<file path="config.mk">
export PLATFORM = sky130hd
export DESIGN_NAME = uart_line_modem_status
export DESIGN_NICKNAME = d
export VERILOG_FILES = /design/src/common/uart_status_pkg.sv /design/src/logic/modem_input_sync.sv /design/src/logic/uart_line_modem_status.sv
export SDC_FILE = /design/constraint.sdc
export NUM_CORES = 1
export LEC_CHECK = 0
export ABC_AREA = 1
export CORE_MARGIN = 2
export CORE_UTILIZATION = 39
export DETAILED_ROUTE_END_ITERATION = 12
export DONT_BUFFER_PORTS = 1
export HOLD_SLACK_MARGIN = 0.1
export PLACE_DENSITY = 0.57
export SLEW_MARGIN = 20
export SYNTH_ARGS = -nofsm -noshare
export SYNTH_HDL_FRONTEND = slang
export SYNTH_SLANG_ARGS = --single-unit
</file>
<file path="constraint.sdc">
create_clock -name core_clk -period 5.8 [get_ports core_clk]
set_input_delay 0.29 -clock core_clk [delete_from_list [all_inputs] [get_ports core_clk]]
set_output_delay 0.29 -clock core_clk [all_outputs]
set_load 0.005 [all_outputs]
</file>
<file path="src/common/uart_status_pkg.sv">
// Purpose: Shared constants for the UART line and modem status block
// Assumes: AXI4-Lite register access, 32-bit data, one word per register
// Notes:   Offsets are byte addresses
package uart_status_pkg;

  localparam int          AddrW          = 4;
  localparam logic [3:0]  OffLineStatus  = 4'h0;
  localparam logic [3:0]  OffModemStatus = 4'h4;
  localparam logic [3:0]  OffScratchpad  = 4'h8;
  localparam logic [3:0]  OffModemCtrl   = 4'hc;

  // Line status bits
  localparam int          LsrReady       = 0;
  localparam int          LsrOverrun     = 1;
  // Modem status bits
  localparam int          MsrDeltaCts    = 0;
  localparam int          MsrDeltaDsr    = 1;
  localparam int          MsrRingEnd     = 2;
  localparam int          MsrDeltaCd     = 3;
  // Modem control bits
  localparam int          McrDtr         = 0;
  localparam int          McrRts         = 1;
  localparam int          McrOutOne      = 2;
  localparam int          McrOutTwo      = 3;
  localparam int          McrLoop        = 4;

  localparam logic [7:0]  ScratchReset   = 8'h00;
  localparam logic [4:0]  ModemCtrlReset = 5'h00;
  localparam int          SyncStages     = 2;
  localparam int          FifoDepth      = 16;

  localparam logic [1:0]  RespOkay       = 2'h0;
  localparam logic [1:0]  RespSlvErr     = 2'h2;

endpackage

</file>
<file path="src/logic/modem_input_sync.sv">
// Purpose: Two-stage synchroniser for the four modem control inputs
// Assumes: Inputs are asynchronous to core_clk
// Notes:   First stage is read only by the second stage
`timescale 1ns/1ns
module modem_input_sync #(
  parameter int Width = 4
) (
  // Clock and reset
  input  wire logic             core_clk,
  input  wire logic             sys_rst,
  // Levels
  input  wire logic [Width-1:0] rawIn,
  output logic      [Width-1:0] syncOut
);

  logic [Width-1:0] metaQ;

  // two flop sync
  always_ff @(posedge core_clk or posedge sys_rst) begin
    if (sys_rst) begin
      metaQ   <= '1;
      syncOut <= '1;
    end else begin
      metaQ   <= rawIn;
      syncOut <= metaQ;
    end
  end

endmodule

</file>
<file path="src/logic/uart_line_modem_status.sv">
// Purpose: Receive FIFO status, modem status and scratchpad of one channel
// Assumes: AXI4-Lite slave, one outstanding write and one read
// Notes:   Modem inputs are active low at the pins
`timescale 1ns/1ns
// Overview of operation
// Overrun flag when char completes, FIFO full
// Overrun char dropped, FIFO left intact
// Data ready while FIFO holds data
// Bit7 is not carrier, loop shows output two
// Bit6 is not ring, loop shows output one
// Bit5 is not DSR, loop shows DTR
// Bit4 is not CTS, loop shows RTS
// Delta flags for CD, DSR, CTS toggles
// Ring flag only on rising input
// Reading modem status clears change flags
// Interrupt request while any change flag
// Scratchpad stores eight host bits
// Modem inputs synchronised before edge detect
module uart_line_modem_status
  import uart_status_pkg::*;
#(
  parameter int Depth = FifoDepth
) (
  // Clock and reset
  input  wire logic             core_clk,
  input  wire logic             sys_rst,
  // AXI4-Lite write address
  input  wire logic             s_axi_awvalid,
  output logic                  s_axi_awready,
  input  wire logic [AddrW-1:0] s_axi_awaddr,
  // AXI4-Lite write data
  input  wire logic             s_axi_wvalid,
  output logic                  s_axi_wready,
  input  wire logic [31:0]      s_axi_wdata,
  input  wire logic [3:0]       s_axi_wstrb,
  // AXI4-Lite write response
  output logic                  s_axi_bvalid,
  input  wire logic             s_axi_bready,
  output logic [1:0]            s_axi_bresp,
  // AXI4-Lite read address
  input  wire logic             s_axi_arvalid,
  output logic                  s_axi_arready,
  input  wire logic [AddrW-1:0] s_axi_araddr,
  // AXI4-Lite read data
  output logic                  s_axi_rvalid,
  input  wire logic             s_axi_rready,
  output logic [31:0]           s_axi_rdata,
  output logic [1:0]            s_axi_rresp,
  // Receiver side
  input  wire logic             rxCharDone,
  input  wire logic             rxFifoPop,
  output logic                  rxFifoPush,
  // Modem control inputs, active low
  input  wire logic             cdN,
  input  wire logic             riN,
  input  wire logic             dsrN,
  input  wire logic             ctsN,
  // Modem control outputs, active low
  output logic                  dtrN,
  output logic                  rtsN,
  output logic                  userOutputOneN,
  output logic                  userOutputTwoN,
  // Modem status interrupt request
  output logic                  modemIrq
);

  initial begin
    if (Depth < 1 || Depth > 255)
      $error("Depth out of range");
  end

  logic [3:0] pinSync;
  logic [7:0] countQ, countD;
  logic       overrunQ, overrunD;
  logic       pushQ, pushD;
  logic [3:0] levelQ, levelD;
  logic [3:0] deltaQ, deltaD;
  logic [7:0] scratchQ, scratchD;
  logic [4:0] mctrlQ, mctrlD;
  logic [3:0] level;
  logic       fifoFull;
  logic       accept;
  logic       rdMsr, rdLsr;

  // Write channel state
  logic             awHeldQ, awHeldD, wHeldQ, wHeldD;
  logic [AddrW-1:0] awAddrQ, awAddrD;
  logic [31:0]      wDataQ, wDataD;
  logic [3:0]       wStrbQ, wStrbD;
  logic             bvalidQ, bvalidD;
  logic [1:0]       brespQ, brespD;
  // Read channel state
  logic             rvalidQ, rvalidD;
  logic [31:0]      rdataQ, rdataD;
  logic [1:0]       rrespQ, rrespD;
  logic             doWrite, doRead;
  // Ready outputs kept in flops so every port leaves a register
  logic             awRdyQ, wRdyQ, arRdyQ;

  // sync inputs
  modem_input_sync #(.Width(4)) u_sync (
    .core_clk (core_clk),
    .sys_rst  (sys_rst),
    .rawIn    ({cdN, riN, dsrN, ctsN}),
    .syncOut  (pinSync)
  );

  // loopback select
  always_comb begin
    if (mctrlQ[McrLoop]) begin
      level = {mctrlQ[McrOutTwo], mctrlQ[McrOutOne],
               mctrlQ[McrDtr], mctrlQ[McrRts]};
    end else begin
      level = ~pinSync;
    end
  end

  assign fifoFull = (countQ == 8'(Depth));
  assign accept   = s_axi_arvalid && !rvalidQ;
  assign rdMsr    = accept && (s_axi_araddr == OffModemStatus);
  assign rdLsr    = accept && (s_axi_araddr == OffLineStatus);
  assign doWrite  = awHeldQ && wHeldQ && !bvalidQ;
  assign doRead   = accept;

  // Receive status and modem state
  always_comb begin
    countD   = countQ;
    overrunD = overrunQ;
    pushD    = 1'b0;
    levelD   = level;
    deltaD   = deltaQ;
    // drop when full
    if (rxCharDone && !fifoFull) begin
      pushD = 1'b1;
    end
    if (pushD && !(rxFifoPop && countQ != 8'h00)) begin
      countD = countQ + 8'h01;
    end else if (!pushD && rxFifoPop && countQ != 8'h00) begin
      countD = countQ - 8'h01;
    end
    // Overrun clears on read of line status, set wins
    if (rdLsr) begin
      overrunD = 1'b0;
    end
    // overrun on full
    if (rxCharDone && fifoFull) begin
      overrunD = 1'b1;
    end
    // read clears deltas
    if (rdMsr) begin
      deltaD = 4'h0;
    end
    // toggle detection
    if (level[3] != levelQ[3]) deltaD[MsrDeltaCd]  = 1'b1;
    if (level[1] != levelQ[1]) deltaD[MsrDeltaDsr] = 1'b1;
    if (level[0] != levelQ[0]) deltaD[MsrDeltaCts] = 1'b1;
    // ring input rises: ring bit falls
    if (levelQ[2] && !level[2]) deltaD[MsrRingEnd] = 1'b1;
  end

  // Register writes
  always_comb begin
    scratchD = scratchQ;
    mctrlD   = mctrlQ;
    if (doWrite && wStrbQ[0]) begin
      // scratchpad store
      if (awAddrQ == OffScratchpad) scratchD = wDataQ[7:0];
      if (awAddrQ == OffModemCtrl)  mctrlD   = wDataQ[4:0];
    end
  end

  // AXI handshake and read mux
  always_comb begin
    awHeldD = awHeldQ;
    awAddrD = awAddrQ;
    wHeldD  = wHeldQ;
    wDataD  = wDataQ;
    wStrbD  = wStrbQ;
    bvalidD = bvalidQ;
    brespD  = brespQ;
    rvalidD = rvalidQ;
    rdataD  = rdataQ;
    rrespD  = rrespQ;
    if (s_axi_awvalid && !awHeldQ) begin
      awHeldD = 1'b1;
      awAddrD = s_axi_awaddr;
    end
    if (s_axi_wvalid && !wHeldQ) begin
      wHeldD = 1'b1;
      wDataD = s_axi_wdata;
      wStrbD = s_axi_wstrb;
    end
    if (doWrite) begin
      awHeldD = 1'b0;
      wHeldD  = 1'b0;
      bvalidD = 1'b1;
      brespD  = (awAddrQ == OffScratchpad || awAddrQ == OffModemCtrl)
                ? RespOkay : RespSlvErr;
    end
    if (bvalidQ && s_axi_bready) bvalidD = 1'b0;
    if (rvalidQ && s_axi_rready) rvalidD = 1'b0;
    if (doRead) begin
      rvalidD = 1'b1;
      rrespD  = RespOkay;
      case (s_axi_araddr)
        // data ready bit
        OffLineStatus:  rdataD = {30'h0, overrunQ, countQ != 8'h00};
        OffModemStatus: rdataD = {24'h0, levelQ, deltaQ};
        OffScratchpad:  rdataD = {24'h0, scratchQ};
        OffModemCtrl:   rdataD = {27'h0, mctrlQ};
        default: begin
          rdataD = 32'h0;
          rrespD = RespSlvErr;
        end
      endcase
    end
  end

  always_ff @(posedge core_clk or posedge sys_rst) begin
    if (sys_rst) begin
      countQ   <= 8'h00;
      overrunQ <= 1'b0;
      pushQ    <= 1'b0;
      levelQ   <= 4'h0;
      deltaQ   <= 4'h0;
      scratchQ <= ScratchReset;
      mctrlQ   <= ModemCtrlReset;
      awHeldQ  <= 1'b0;
      awAddrQ  <= '0;
      wHeldQ   <= 1'b0;
      wDataQ   <= 32'h0;
      wStrbQ   <= 4'h0;
      bvalidQ  <= 1'b0;
      brespQ   <= RespOkay;
      rvalidQ  <= 1'b0;
      rdataQ   <= 32'h0;
      rrespQ   <= RespOkay;
    end else begin
      countQ   <= countD;
      overrunQ <= overrunD;
      pushQ    <= pushD;
      levelQ   <= levelD;
      deltaQ   <= deltaD;
      scratchQ <= scratchD;
      mctrlQ   <= mctrlD;
      awHeldQ  <= awHeldD;
      awAddrQ  <= awAddrD;
      wHeldQ   <= wHeldD;
      wDataQ   <= wDataD;
      wStrbQ   <= wStrbD;
      bvalidQ  <= bvalidD;
      brespQ   <= brespD;
      rvalidQ  <= rvalidD;
      rdataQ   <= rdataD;
      rrespQ   <= rrespD;
    end
  end

  // Outputs straight from flops
  always_ff @(posedge core_clk or posedge sys_rst) begin
    if (sys_rst) begin
      modemIrq       <= 1'b0;
      awRdyQ         <= 1'b1;
      wRdyQ          <= 1'b1;
      arRdyQ         <= 1'b1;
      dtrN           <= 1'b1;
      rtsN           <= 1'b1;
      userOutputOneN <= 1'b1;
      userOutputTwoN <= 1'b1;
    end else begin
      // irq on deltas
      modemIrq       <= |deltaD;
      awRdyQ         <= !awHeldD;
      wRdyQ          <= !wHeldD;
      arRdyQ         <= !rvalidD;
      // Loopback keeps pins inactive
      dtrN           <= ~mctrlD[McrDtr] | mctrlD[McrLoop];
      rtsN           <= ~mctrlD[McrRts] | mctrlD[McrLoop];
      userOutputOneN <= ~mctrlD[McrOutOne] | mctrlD[McrLoop];
      userOutputTwoN <= ~mctrlD[McrOutTwo] | mctrlD[McrLoop];
    end
  end

  assign s_axi_awready = awRdyQ;
  assign s_axi_wready  = wRdyQ;
  assign s_axi_bvalid  = bvalidQ;
  assign s_axi_bresp   = brespQ;
  assign s_axi_arready = arRdyQ;
  assign s_axi_rvalid  = rvalidQ;
  assign s_axi_rdata   = rdataQ;
  assign s_axi_rresp   = rrespQ;
  assign rxFifoPush    = pushQ;
endmodule

</file>
==> results of run 1 <==
## report_power, final
part / total (uW) / switching [uW] / internal, uW
clock network: 441 / 187 / 254
logic: 533 / 318 / 216
registers: 850 / 137 / 712
total: 1820 / 642 / 1180
## final cells by class
| type | instances | area share [%] |
|---|---|---|
| flip-flops and latches | 74 | 47.99 |
| multi-input cells | 255 | 33.35 |
| repair buffers | 21 | 5.329 |
| inverters | 43 | 4.205 |
| clock buffers | 12 | 3.724 |
| well taps | 108 | 3.467 |
| clock inverters | 4 | 1.926 |
## worst max-delay path by stage
stage / slack, ns / depth (start not counted) / startpoint / to
floorplan: 3.65 / 1 / sys_rst / awAddrQ[0]$_DFFE_PP0P_
global placement: 3.54 / 14 / countQ[3]$_DFFE_PP0P_ / countQ[7]$_DFFE_PP0P_
detailed placement: 3.45 / 14 / countQ[1]$_DFFE_PP0P_ / countQ[7]$_DFFE_PP0P_
CTS: 3.44 / 14 / countQ[1]$_DFFE_PP0P_ / countQ[7]$_DFFE_PP0P_
global route: 3.25 / 14 / countQ[1]$_DFFE_PP0P_ / countQ[7]$_DFFE_PP0P_
finish: 3.46 / 14 / countQ[3]$_DFFE_PP0P_ / countQ[7]$_DFFE_PP0P_
## layer usage
layer | wire, um | share of wire (%) | GRT usage [%]
met4 | 100 | 1.6 | 4.742
met3 | 396 | 6.2 | 5.297
met2 | 2799 | 44 | 20.46
met5 | 0 | 0 | 0
met1 | 3059 | 48 | 19.48
## critical path, stage by stage, from the launching register on
cell and delay, ns:
dfrtp_1 0.40, nor2_1 0.16, nand2_2 0.12, o21ai_1 0.18, nand2_2 0.20, ha_1 0.37, or2_0 0.23, nand2_1 0.15
nor2_1 0.06, nor2_1 0.09, nand2_1 0.08, nand2_1 0.07, nand2_1 0.05, nand2_1 0.05, inv_1 0.03
## cell families after synthesis
| family | synth area share, % |
|---|---|
| multiplexers | 1.299 |
| AND/OR/NAND/NOR | 20.39 |
| XOR/XNOR | 1.768 |
| other | 0.1082 |
| adder cells (fa/ha/maj) | 2.743 |
| AO/OA/AOI/OAI | 8.481 |
| flip-flops | 53.95 |
| buffers and inverters | 11.26 |
## registers in the layout (all words and copies together) (netlist names), 4 cells and up
name,flops
u_sync.syncOut,4
s_axi_rdata,8
mctrlQ,5
scratchQ,8
deltaQ,4
awAddrQ,4
u_sync.metaQ,4
countQ,8
levelQ,4
wDataQ,8
## cells in the mapped netlist, drive strengths merged
library cell / n
mux2: 4
xnor2: 1
buf: 29
clkbuf: 1
o21bai: 3
nand4: 3
ha: 6
dfrtp: 59
dfstp: 15
nor3: 2
a22o: 1
nor2: 31
a21oi: 12
or2: 2
inv: 43
nand3b: 1
xor2: 6
fa: 1
nand3: 12
nand2: 108
conb: 1
o21ai: 36
## cells in the final DEF (no fill, tap or decap), types with 2 or more instances in the layout
cell           synthesis  layout
nand2_1              104     104
dfrtp_1               59      59
inv_1                 41      40
nor2_1                26      26
conb_1                 1      26
dlygate4sd3_1          0      20
o21ai_0               16      16
dfstp_2               15      15
o21ai_1               14      14
a21oi_1               12      12
nand3_1               10      10
clkbuf_8               0      10
o21ai_2                6       6
xor2_1                 6       6
ha_1                   6       6
nor2_2                 4       4
mux2_2                 4       4
nand2_2                3       3
o21bai_1               3       3
inv_2                  1       2
nand4_1                2       2
clkbuf_1               1       2
clkinvlp_4             0       2
bufinv_16              0       2
## through the flow
step	instance area [um^2]	hold slack [ns]	std cells	utilization (%)
2_1_floorplan	3561	0.2945	402	-
3_3_place_gp	3477	0.2945	481	40.07
3_5_place_dp	3477	0.2946	481	40.07
4_1_cts	3897	0.1016	517	44.91
5_1_grt	3897	0.1117	517	44.91
6_report	3897	0.09329	517	44.91
## timing repair
| action | in CTS | in global routing |
|---|---|---|
| buffers inserted | 0 | 0 |
| hold buffers | 20 | 0 |
| endpoints found under the hold margin | 23 | 0 |
| setup endpoints to repair | 0 | 0 |
==> metrics, run 1 <==
status completed; Tcrit/Tclk final 40.39%; Multi-input gate area 0.001300 mm^2; clk root buf clkbuf_8; syn avg cell area 9.196 um^2; Fmax achieved 0.4269 GHz; synth-to-layout area growth 12.41%; cell area after synthesis 0.003467 mm^2; CTS Sinks 74; CTS tree built; initial antenna violation count 0; CTS buffer count 9; synth unique cells 37; routed vias/inst 4.538; Storage cell area 0.001871 mm^2; initial detailed-routing violation count 75; final setup TNS 0 ns; # rows 34; Die X 98.29 um; final max-slew violation count 0; IR drop worst, VDD 0.0002351 V; vias in the first global route 2,290; Lkg Pwr 0.001917 uW; dominant cells by area after synthesis dfrtp_1 (43%), dfstp_2 (11%), nand2_1 (11%), buf_4 (5.6%), inv_1 (4.4%); Synth top area share 42.58%; CTS max path bufs 2; reg2reg setup slack 3.46 ns; Critical Path AT 2.58 ns; Die Height 98.29 um; io pins 104; clk_skew 0.007448 ns; worst min path class input pin to async pin; 1st-pass router iterations 4; warnings from Yosys 0; CP Data Required Time 6.04 ns; maximum fanout along the worst path 9; share of cells above drive strength 1 13.94%; diodes inserted 0; aggregate routed wire length 6355 um; ANT nets after route 0; first-pass GRT wire length 10,750 um; die area 0.009660 mm^2; dpl hpwl 4436 um; GPL Wtd Cong 0.8280; Slew @ Worst Pin 0.9084 ns; Post-CTS Resized 0; sequential area share after synthesis 53.95%; crit path launch type register; CP endpoint kind register; setup ws final 3.457 ns; port bufs 0; Max-cap violations 0; drc violations 0; pwr dens 468.1 mW/mm^2; RR Endpoint countQ[7]$_DFFE_PP0P_; largest net degree at the start of global routing 75; Setup-failing EPs final 0; Synth Instances 377; clock-pin slew on the worst setup and hold paths 0.07 ns; Place WS 3.455 ns; RSZ-0062 raised after global routing no; total power 1824 uW; CP Class register to register; FILL cells 872; area of the core 0.008678 mm^2; #FFs+latches synth 74; Max-slew headroom 39.44%; Congestion Overflow GR 0; H-tree levels 3; Synth area leader dfrtp_1; Critical R2R Launch countQ[3]$_DFFE_PP0P_; R2R cell count 14; GR Util All Layers 14.08%; WL/cell 12.29 um; via total after detailed routing 2,346; Clock Latency Late Sink 0.34 ns; crit path time final 2.343 ns; final hold vios 0; Final nets 468; Initial Util 39.95%
Power figures use the tool's default switching activity.
==> run 2: changes to the inputs <==
Settings changed: ABC_AREA 1 to 0, PLACE_DENSITY 0.57 to 0.59.
Clock period 5.8 ns to 1.9 ns, I/O delays scaled along.
==> metrics, run 2 <==
status finished with violations; failing checks setup timing; Fmax achieved 0.3772 GHz (-12%); most numerous cell in the Yosys netlist dfrtp_1; largest net degree at the start of global routing 35 (-53%); critical path cell sequence or4_4 -> or2_4 -> nand2_4 -> nand2_8 -> fa_2 -> a21oi_2 -> o211ai_1 -> a21oi_1 -> xnor2_1 -> mux2_2; mux contribution to synthesized area 13.22% (+12 points); max incr delay on CP 0.55 ns (+0.15 ns); GPL Wtd Cong 0.7858 (-5.1%); Critical R2R Launch countQ[5]$_DFFE_PP0P_; Initial Util 39.55% (-0.41 points); io pins 104 (unchanged); synth-to-layout area growth 33.21%; dominant cells by area after synthesis dfrtp_1 (43%), dfstp_2 (12%), mux2_2 (12%), buf_4 (5.7%), ha_1 (2.2%); crit path buf inv count 0 (-1); setup ws final -0.7513 ns (-4.209 ns); Synth Instances 276 (-27%); most frequent cells in the layout dfrtp_1 (59), buf_4 (45), mux2_2 (31); commonest non-fill, non-tap cell in the layout dfrtp_1; CP max-delay cell or4_4; Final nets 423 (-9.6%); list of most frequent post-synthesis cells dfrtp_1 (59), mux2_2 (35), buf_4 (26), nand2_1 (16), dfstp_2 (15); H-tree levels 3 (unchanged); Synth top area share 43.45% (+0.86 points); WL/cell 14.61 um (+19%); dpl hpwl 4939 um (+11%); clock-pin slew on the worst setup and hold paths 0.08 ns (about the same); worst hold slack 0.1089 ns (+0.01557 ns); largest family of logic cells by synthesized area multiplexers; diodes inserted 0 (unchanged); cell area after synthesis 0.003398 mm^2 (-2.0%); share of cells above drive strength 1 40.38% (+26 points); Placed Instance Area 0.003885 mm^2 (+12%); first-pass GRT wire length 11,690 um (+8.7%); Synth area leader dfrtp_1; Compound-Gate Fraction of Synth Area 10.53% (+2.0 points); CTS buffer count 9 (unchanged); vias in the first global route 2,438 (+6.5%); IR drop worst, VDD 0.0005731 V (+140%); ANT nets after route 0 (unchanged); warnings from Yosys 0 (unchanged); Critical Path AT 2.88 ns (+0.30 ns); fin area 0.004527 mm^2 (+16%); CP endpoint kind register; final hold vios 0 (unchanged); Max-cap violations 0 (unchanged); CP Data Required Time 2.13 ns (-3.91 ns); Async SR Flop Fraction 100.0% (unchanged); Inst Count DP 418 (-13%); Die Height 97.35 um (-0.96%); port bufs 0 (unchanged); Synth Area in XOR/XNOR 2.320% (+0.55 points); Clock Latency Late Sink 0.35 ns (about the same); crit path time final 2.651 ns (+0.3087 ns); Adder-Cell Fraction of Synth Area 2.798% (+0.056 points); aggregate routed wire length 6895 um (+8.5%); # rows 34 (unchanged); maximum fanout along the worst path 7 (-2); via total after detailed routing 2,306 (-1.7%); CP Class register to register; CTS max path bufs 2 (unchanged); most used flip-flop cell after synthesis dfrtp_1; worst min path class input pin to register; Worst Hold Launch s_axi_araddr[3]; final max-slew violation count 0 (unchanged); Post-Synth Simple-Gate Area 8.100% (-12 points); Setup-failing EPs final 9 (+9); initial antenna violation count 0 (unchanged); Tcrit/Tclk final 139.5% (+99 points); clk_skew 0.01018 ns (+0.002731 ns); crit path launch type register; Crit. Startpoint countQ[5]$_DFFE_PP0P_; Place WS -0.7535 ns (-4.208 ns); initial detailed-routing violation count 76 (+1.3%); CTS tree built; sequential area share after synthesis 55.04% (+1.1 points); area of the core 0.008593 mm^2 (-0.98%); routed vias/inst 4.886 (+7.7%); syn avg cell area 12.31 um^2 (+34%); Lkg Pwr 0.001968 uW (+2.7%); #FFs+latches synth 74 (unchanged); Die X 97.35 um (-0.96%); drc violations 0 (unchanged); final instance count without filler cells 472 (-8.7%); RSZ-0062 raised after global routing yes; Congestion Overflow GR 0 (unchanged); critical path's top delay family simple AND/OR/NAND/NOR gates; clk root buf clkbuf_8; GR Util All Layers 15.52% (+1.4 points); die area 0.009476 mm^2 (-1.9%); synth unique cells 48 (+30%); pwr dens 1431 mW/mm^2 (+210%); CTS Sinks 74 (unchanged); number of flops mapped to enable cells by yosys 0 (unchanged); 1st-pass router iterations 4 (unchanged)
## run 2: cell count changes after synthesis, moves of 5 or more
cell | previous run | this run
nand2_1 | 104 | 16
a22oi_1 | 0 | 6
clkbuf_1 | 1 | 6
o21ai_2 | 6 | 0
nor2b_1 | 0 | 8
inv_1 | 41 | 10
nor2_1 | 26 | 5
mux2_2 | 4 | 35
o21ai_1 | 14 | 0
a21o_1 | 0 | 5
nand3_1 | 10 | 2
## run 2: cells by family after synthesis
family                   after synthesis
flip-flops                            74
adder cells (fa/ha/maj)                7
XOR/XNOR                               9
buffers and inverters                 45
multiplexers                          38
AND/OR/NAND/NOR                       49
other                                  1
AO/OA/AOI/OAI                         53
## run 2: worst register-to-register path: cells and delay by family, from the launching register on
family | cells | cell delay, ns
fa+ha+maj | 1 | 0.41
flops | 1 | 0.38
compound gates | 3 | 0.41
xor+xnor | 1 | 0.08
simple gates | 4 | 1.01
mux | 1 | 0.25
## run 2: where the power goes
group | leakage, uW | internal, uW | total [uW] | switching (uW)
Sequential | 0.000868 | 2170 | 2560 | 393
Combinational | 0.000983 | 1500 | 2520 | 1030
Clock | 0.000117 | 789 | 1400 | 607
## run 2: worst paths after layout
path                            slack [ns]  cells past startpoint                          end
worst max-delay path                 -0.75                     10        countQ[6]$_DFFE_PP0P_
worst min-delay path                  0.11                      2   s_axi_rdata[1]$_DFFE_PP0P_
worst max register to register       -0.75                     10        countQ[6]$_DFFE_PP0P_
worst min register to register        0.36                      0  u_sync.syncOut[1]$_DFF_PP1_
max in group asynchronous             1.15                      3     userOutputOneN$_DFF_PP1_
min in group asynchronous             0.19                      2        countQ[7]$_DFFE_PP0P_
## run 2: per-layer routing
layer / vias to the layer above / global-route usage, % / routed length, um
li1: 1084 / - / -
met1: 1153 / 19.80 / 3075
met2: 59 / 25.32 / 3375
met3: 10 / 3.885 / 332
met4: 0 / 6.517 / 112
met5: - / 0 / 0
## run 2: what timing repair did
| item | in CTS | in global routing |
|---|---|---|
| resized for setup | 7 | 5 |
| hold buffers | 29 | 1 |
| endpoints found under the setup margin | 9 | 27 |
| buffers inserted | 4 | 5 |
| pin swaps | 9 | 8 |
| endpoints found under the hold margin | 109 | 4 |
| cloned | 0 | 0 |
## run 2: metrics by stage
step | total power (uW) | TNS [ns] | util [%]
final | 6477 | -5.794 | 52.68
after global routing | 6919 | -6.669 | 52.68
after CTS | 6470 | -5.184 | 51.94
after detailed placement | 4898 | -4.920 | 45.21
after global placement | 4829 | -4.564 | 45.21
after floorplan | 4089 | -3.786 | -
## run 2: layout make-up
type,count,area [um^2]
clock buffer,10,137.6
clock inverter,6,95.09
fill,765,4066
inverter,11,45.04
multi-input combinational,182,1520
sequential,74,1871
tap,108,135.1
timing repair buffer,81,723.2
==> run 3: changes to the inputs <==
Settings changed: CORE_MARGIN 2 to 5, REMOVE_ABC_BUFFERS from default to 1.
==> metrics, run 3 (synthesis results as in run 2) <==
CTS buffer count 9 (unchanged); CTS Sinks 74 (unchanged); CTS tree built; IR drop worst, VDD 0.0009265 V (+62%); crit path time final 2.711 ns (+0.06018 ns); FILL cells 735 (-3.9%); worst hold slack -0.05381 ns (-0.1627 ns); Placed Instance Area 0.003720 mm^2 (-4.3%); initial detailed-routing violation count 74 (-2.6%); initial antenna violation count 0 (unchanged); H-tree levels 3 (unchanged); crit path launch type register; port bufs 0 (unchanged); 1st-pass router iterations 4 (unchanged); clk root buf clkbuf_8; final setup TNS -4.978 ns (+0.8161 ns); Slew @ Worst Pin 0.5248 ns; final max-slew violation count 0 (unchanged); commonest non-fill, non-tap cell in the layout dfrtp_1; Top Layer Used met4; Setup-failing EPs final 9 (unchanged); Lkg Pwr 0.001927 uW (-2.1%); failing checks hold timing, setup timing; Die Height 103.3 um (+6.2%); clk_skew 0.008977 ns (-0.001201 ns); vias in the first global route 2,341 (-4.0%); CP endpoint kind register; Fmax achieved 0.3688 GHz (-2.2%); routed vias/inst 4.806 (-1.6%); die area 0.01068 mm^2 (+13%); Max-slew headroom 64.97%; WL/cell 15.26 um (+4.4%); Initial Util 39.55% (unchanged); Critical Path AT 2.94 ns (+0.06 ns); Tcrit/Tclk final 142.7% (+3.2 points); diodes inserted 0 (unchanged); met3 routed WL 548 um (+65%); area of the core 0.008593 mm^2 (unchanged); largest net degree at the start of global routing 32 (-8.6%); dpl hpwl 4985 um (+0.93%); CP max-delay cell or4_4; Final nets 416 (-1.7%); RSZ-0062 raised after global routing yes; synth-to-layout area growth 31.30%; clock-pin slew on the worst setup and hold paths 0.08 ns (about the same); status finished with violations; fin area 0.004462 mm^2 (-1.4%); max incr delay on CP 0.53 ns (-0.02 ns); first-pass GRT wire length 11,530 um (-1.4%); aggregate routed wire length 7095 um (+2.9%); final hold vios 1 (+1); Congestion Overflow GR 0 (unchanged); most frequent cells in the layout dfrtp_1 (59), buf_4 (39), mux2_2 (33); cell repeated most along the worst path buf_4; maximum fanout along the worst path 7 (unchanged); via total after detailed routing 2,235 (-3.1%); CP Class register to register; critical path cell sequence or4_4 -> buf_4 -> nor2_4 -> a21oi_4 -> nand2_8 -> ha_4 -> a21o_1 -> a211o_1 -> o22ai_2 -> buf_4 -> mux2i_1 -> nand3_1; drc violations 0 (unchanged); io pins 104 (unchanged); GR Util All Layers 14.20% (-1.3 points); share of cells above drive strength 1 38.66% (-1.7 points); Storage cell area 0.001871 mm^2 (unchanged); CTS max path bufs 2 (unchanged); CP Data Required Time 2.13 ns (about the same); Multi-input gate area 0.001508 mm^2 (-0.82%); Clock Latency Late Sink 0.34 ns (about the same); pwr dens 1448 mW/mm^2 (+1.2%); # rows 34 (unchanged); setup ws final -0.8114 ns (-0.06017 ns); Die X 103.3 um (+6.2%); worst min path class input pin to register; M1 WL 3054 um (-0.68%); GPL Wtd Cong 0.7866 (+0.10%); Max-cap violations 0 (unchanged); met2 routed WL 3411 um (+1.1%); ANT nets after route 0 (unchanged)
## run 3: layout make-up
| type | count | share of cell area [%] |
|---|---|---|
| clock buffers | 11 | 2.944 |
| flip-flops and latches | 74 | 41.92 |
| repair buffers | 74 | 14.97 |
| well taps | 108 | 3.029 |
| inverters | 11 | 1.038 |
| clock inverters | 5 | 2.299 |
| multi-input cells | 182 | 33.79 |
## run 3: through the flow
step / std cells / util, % / power (uW) / worst slack, ns
floorplan: 267 / - / 3792 / -1.057
global placement: 414 / 43.29 / 4601 / -1.042
detailed placement: 414 / 43.29 / 4635 / -1.109
CTS: 460 / 50.89 / 6376 / -0.8042
global route: 465 / 51.92 / 6931 / -0.9357
finish: 465 / 51.92 / 6462 / -0.8114
## run 3: final timing paths
kind / start / endpoint / slack (ns) / cells past startpoint
max in group asynchronous: sys_rst / s_axi_arready$_DFF_PP1_ / 0.99 / 3
setup / recovery: countQ[3]$_DFFE_PP0P_ / countQ[7]$_DFFE_PP0P_ / -0.81 / 12
min in group asynchronous: sys_rst / s_axi_bvalid$_DFFE_PP0P_ / 0.23 / 2
setup reg to reg: countQ[3]$_DFFE_PP0P_ / countQ[7]$_DFFE_PP0P_ / -0.81 / 12
hold reg to reg: u_sync.metaQ[1]$_DFF_PP1_ / u_sync.syncOut[1]$_DFF_PP1_ / 0.36 / 0
hold / removal: rxFifoPop / countQ[7]$_DFFE_PP0P_ / -0.05 / 2
## run 3: layer usage
metal	global-route usage, %	vias to the layer above
met4	4.482	0
met1	17.48	1090
met2	22.99	65
met5	0	-
met3	5.567	9
li1	-	1071
## run 3: timing repair
item	4_1_cts	5_1_grt
pin swaps	11	9
hold buffers	28	1
hold endpoints to repair	93	1
endpoints found under the setup margin	9	26
resized for setup	25	10
setup buffers	3	5
gates cloned	0	0
## run 3: worst max-delay path, delay by kind of cell, from the launching register on
family                   cells  cell delay, ns
AND/OR/NAND/NOR              4            0.86
AO/OA/AOI/OAI                4            0.67
flip-flops                   1            0.37
buffers and inverters        2            0.30
adder cells (fa/ha/maj)      1            0.21
multiplexers                 1            0.17
## run 3: power by group
group | switching (uW) | internal, uW
Combinational | 1040 | 1430
Clock | 558 | 871
Sequential | 400 | 2170
Total | 2000 | 4470
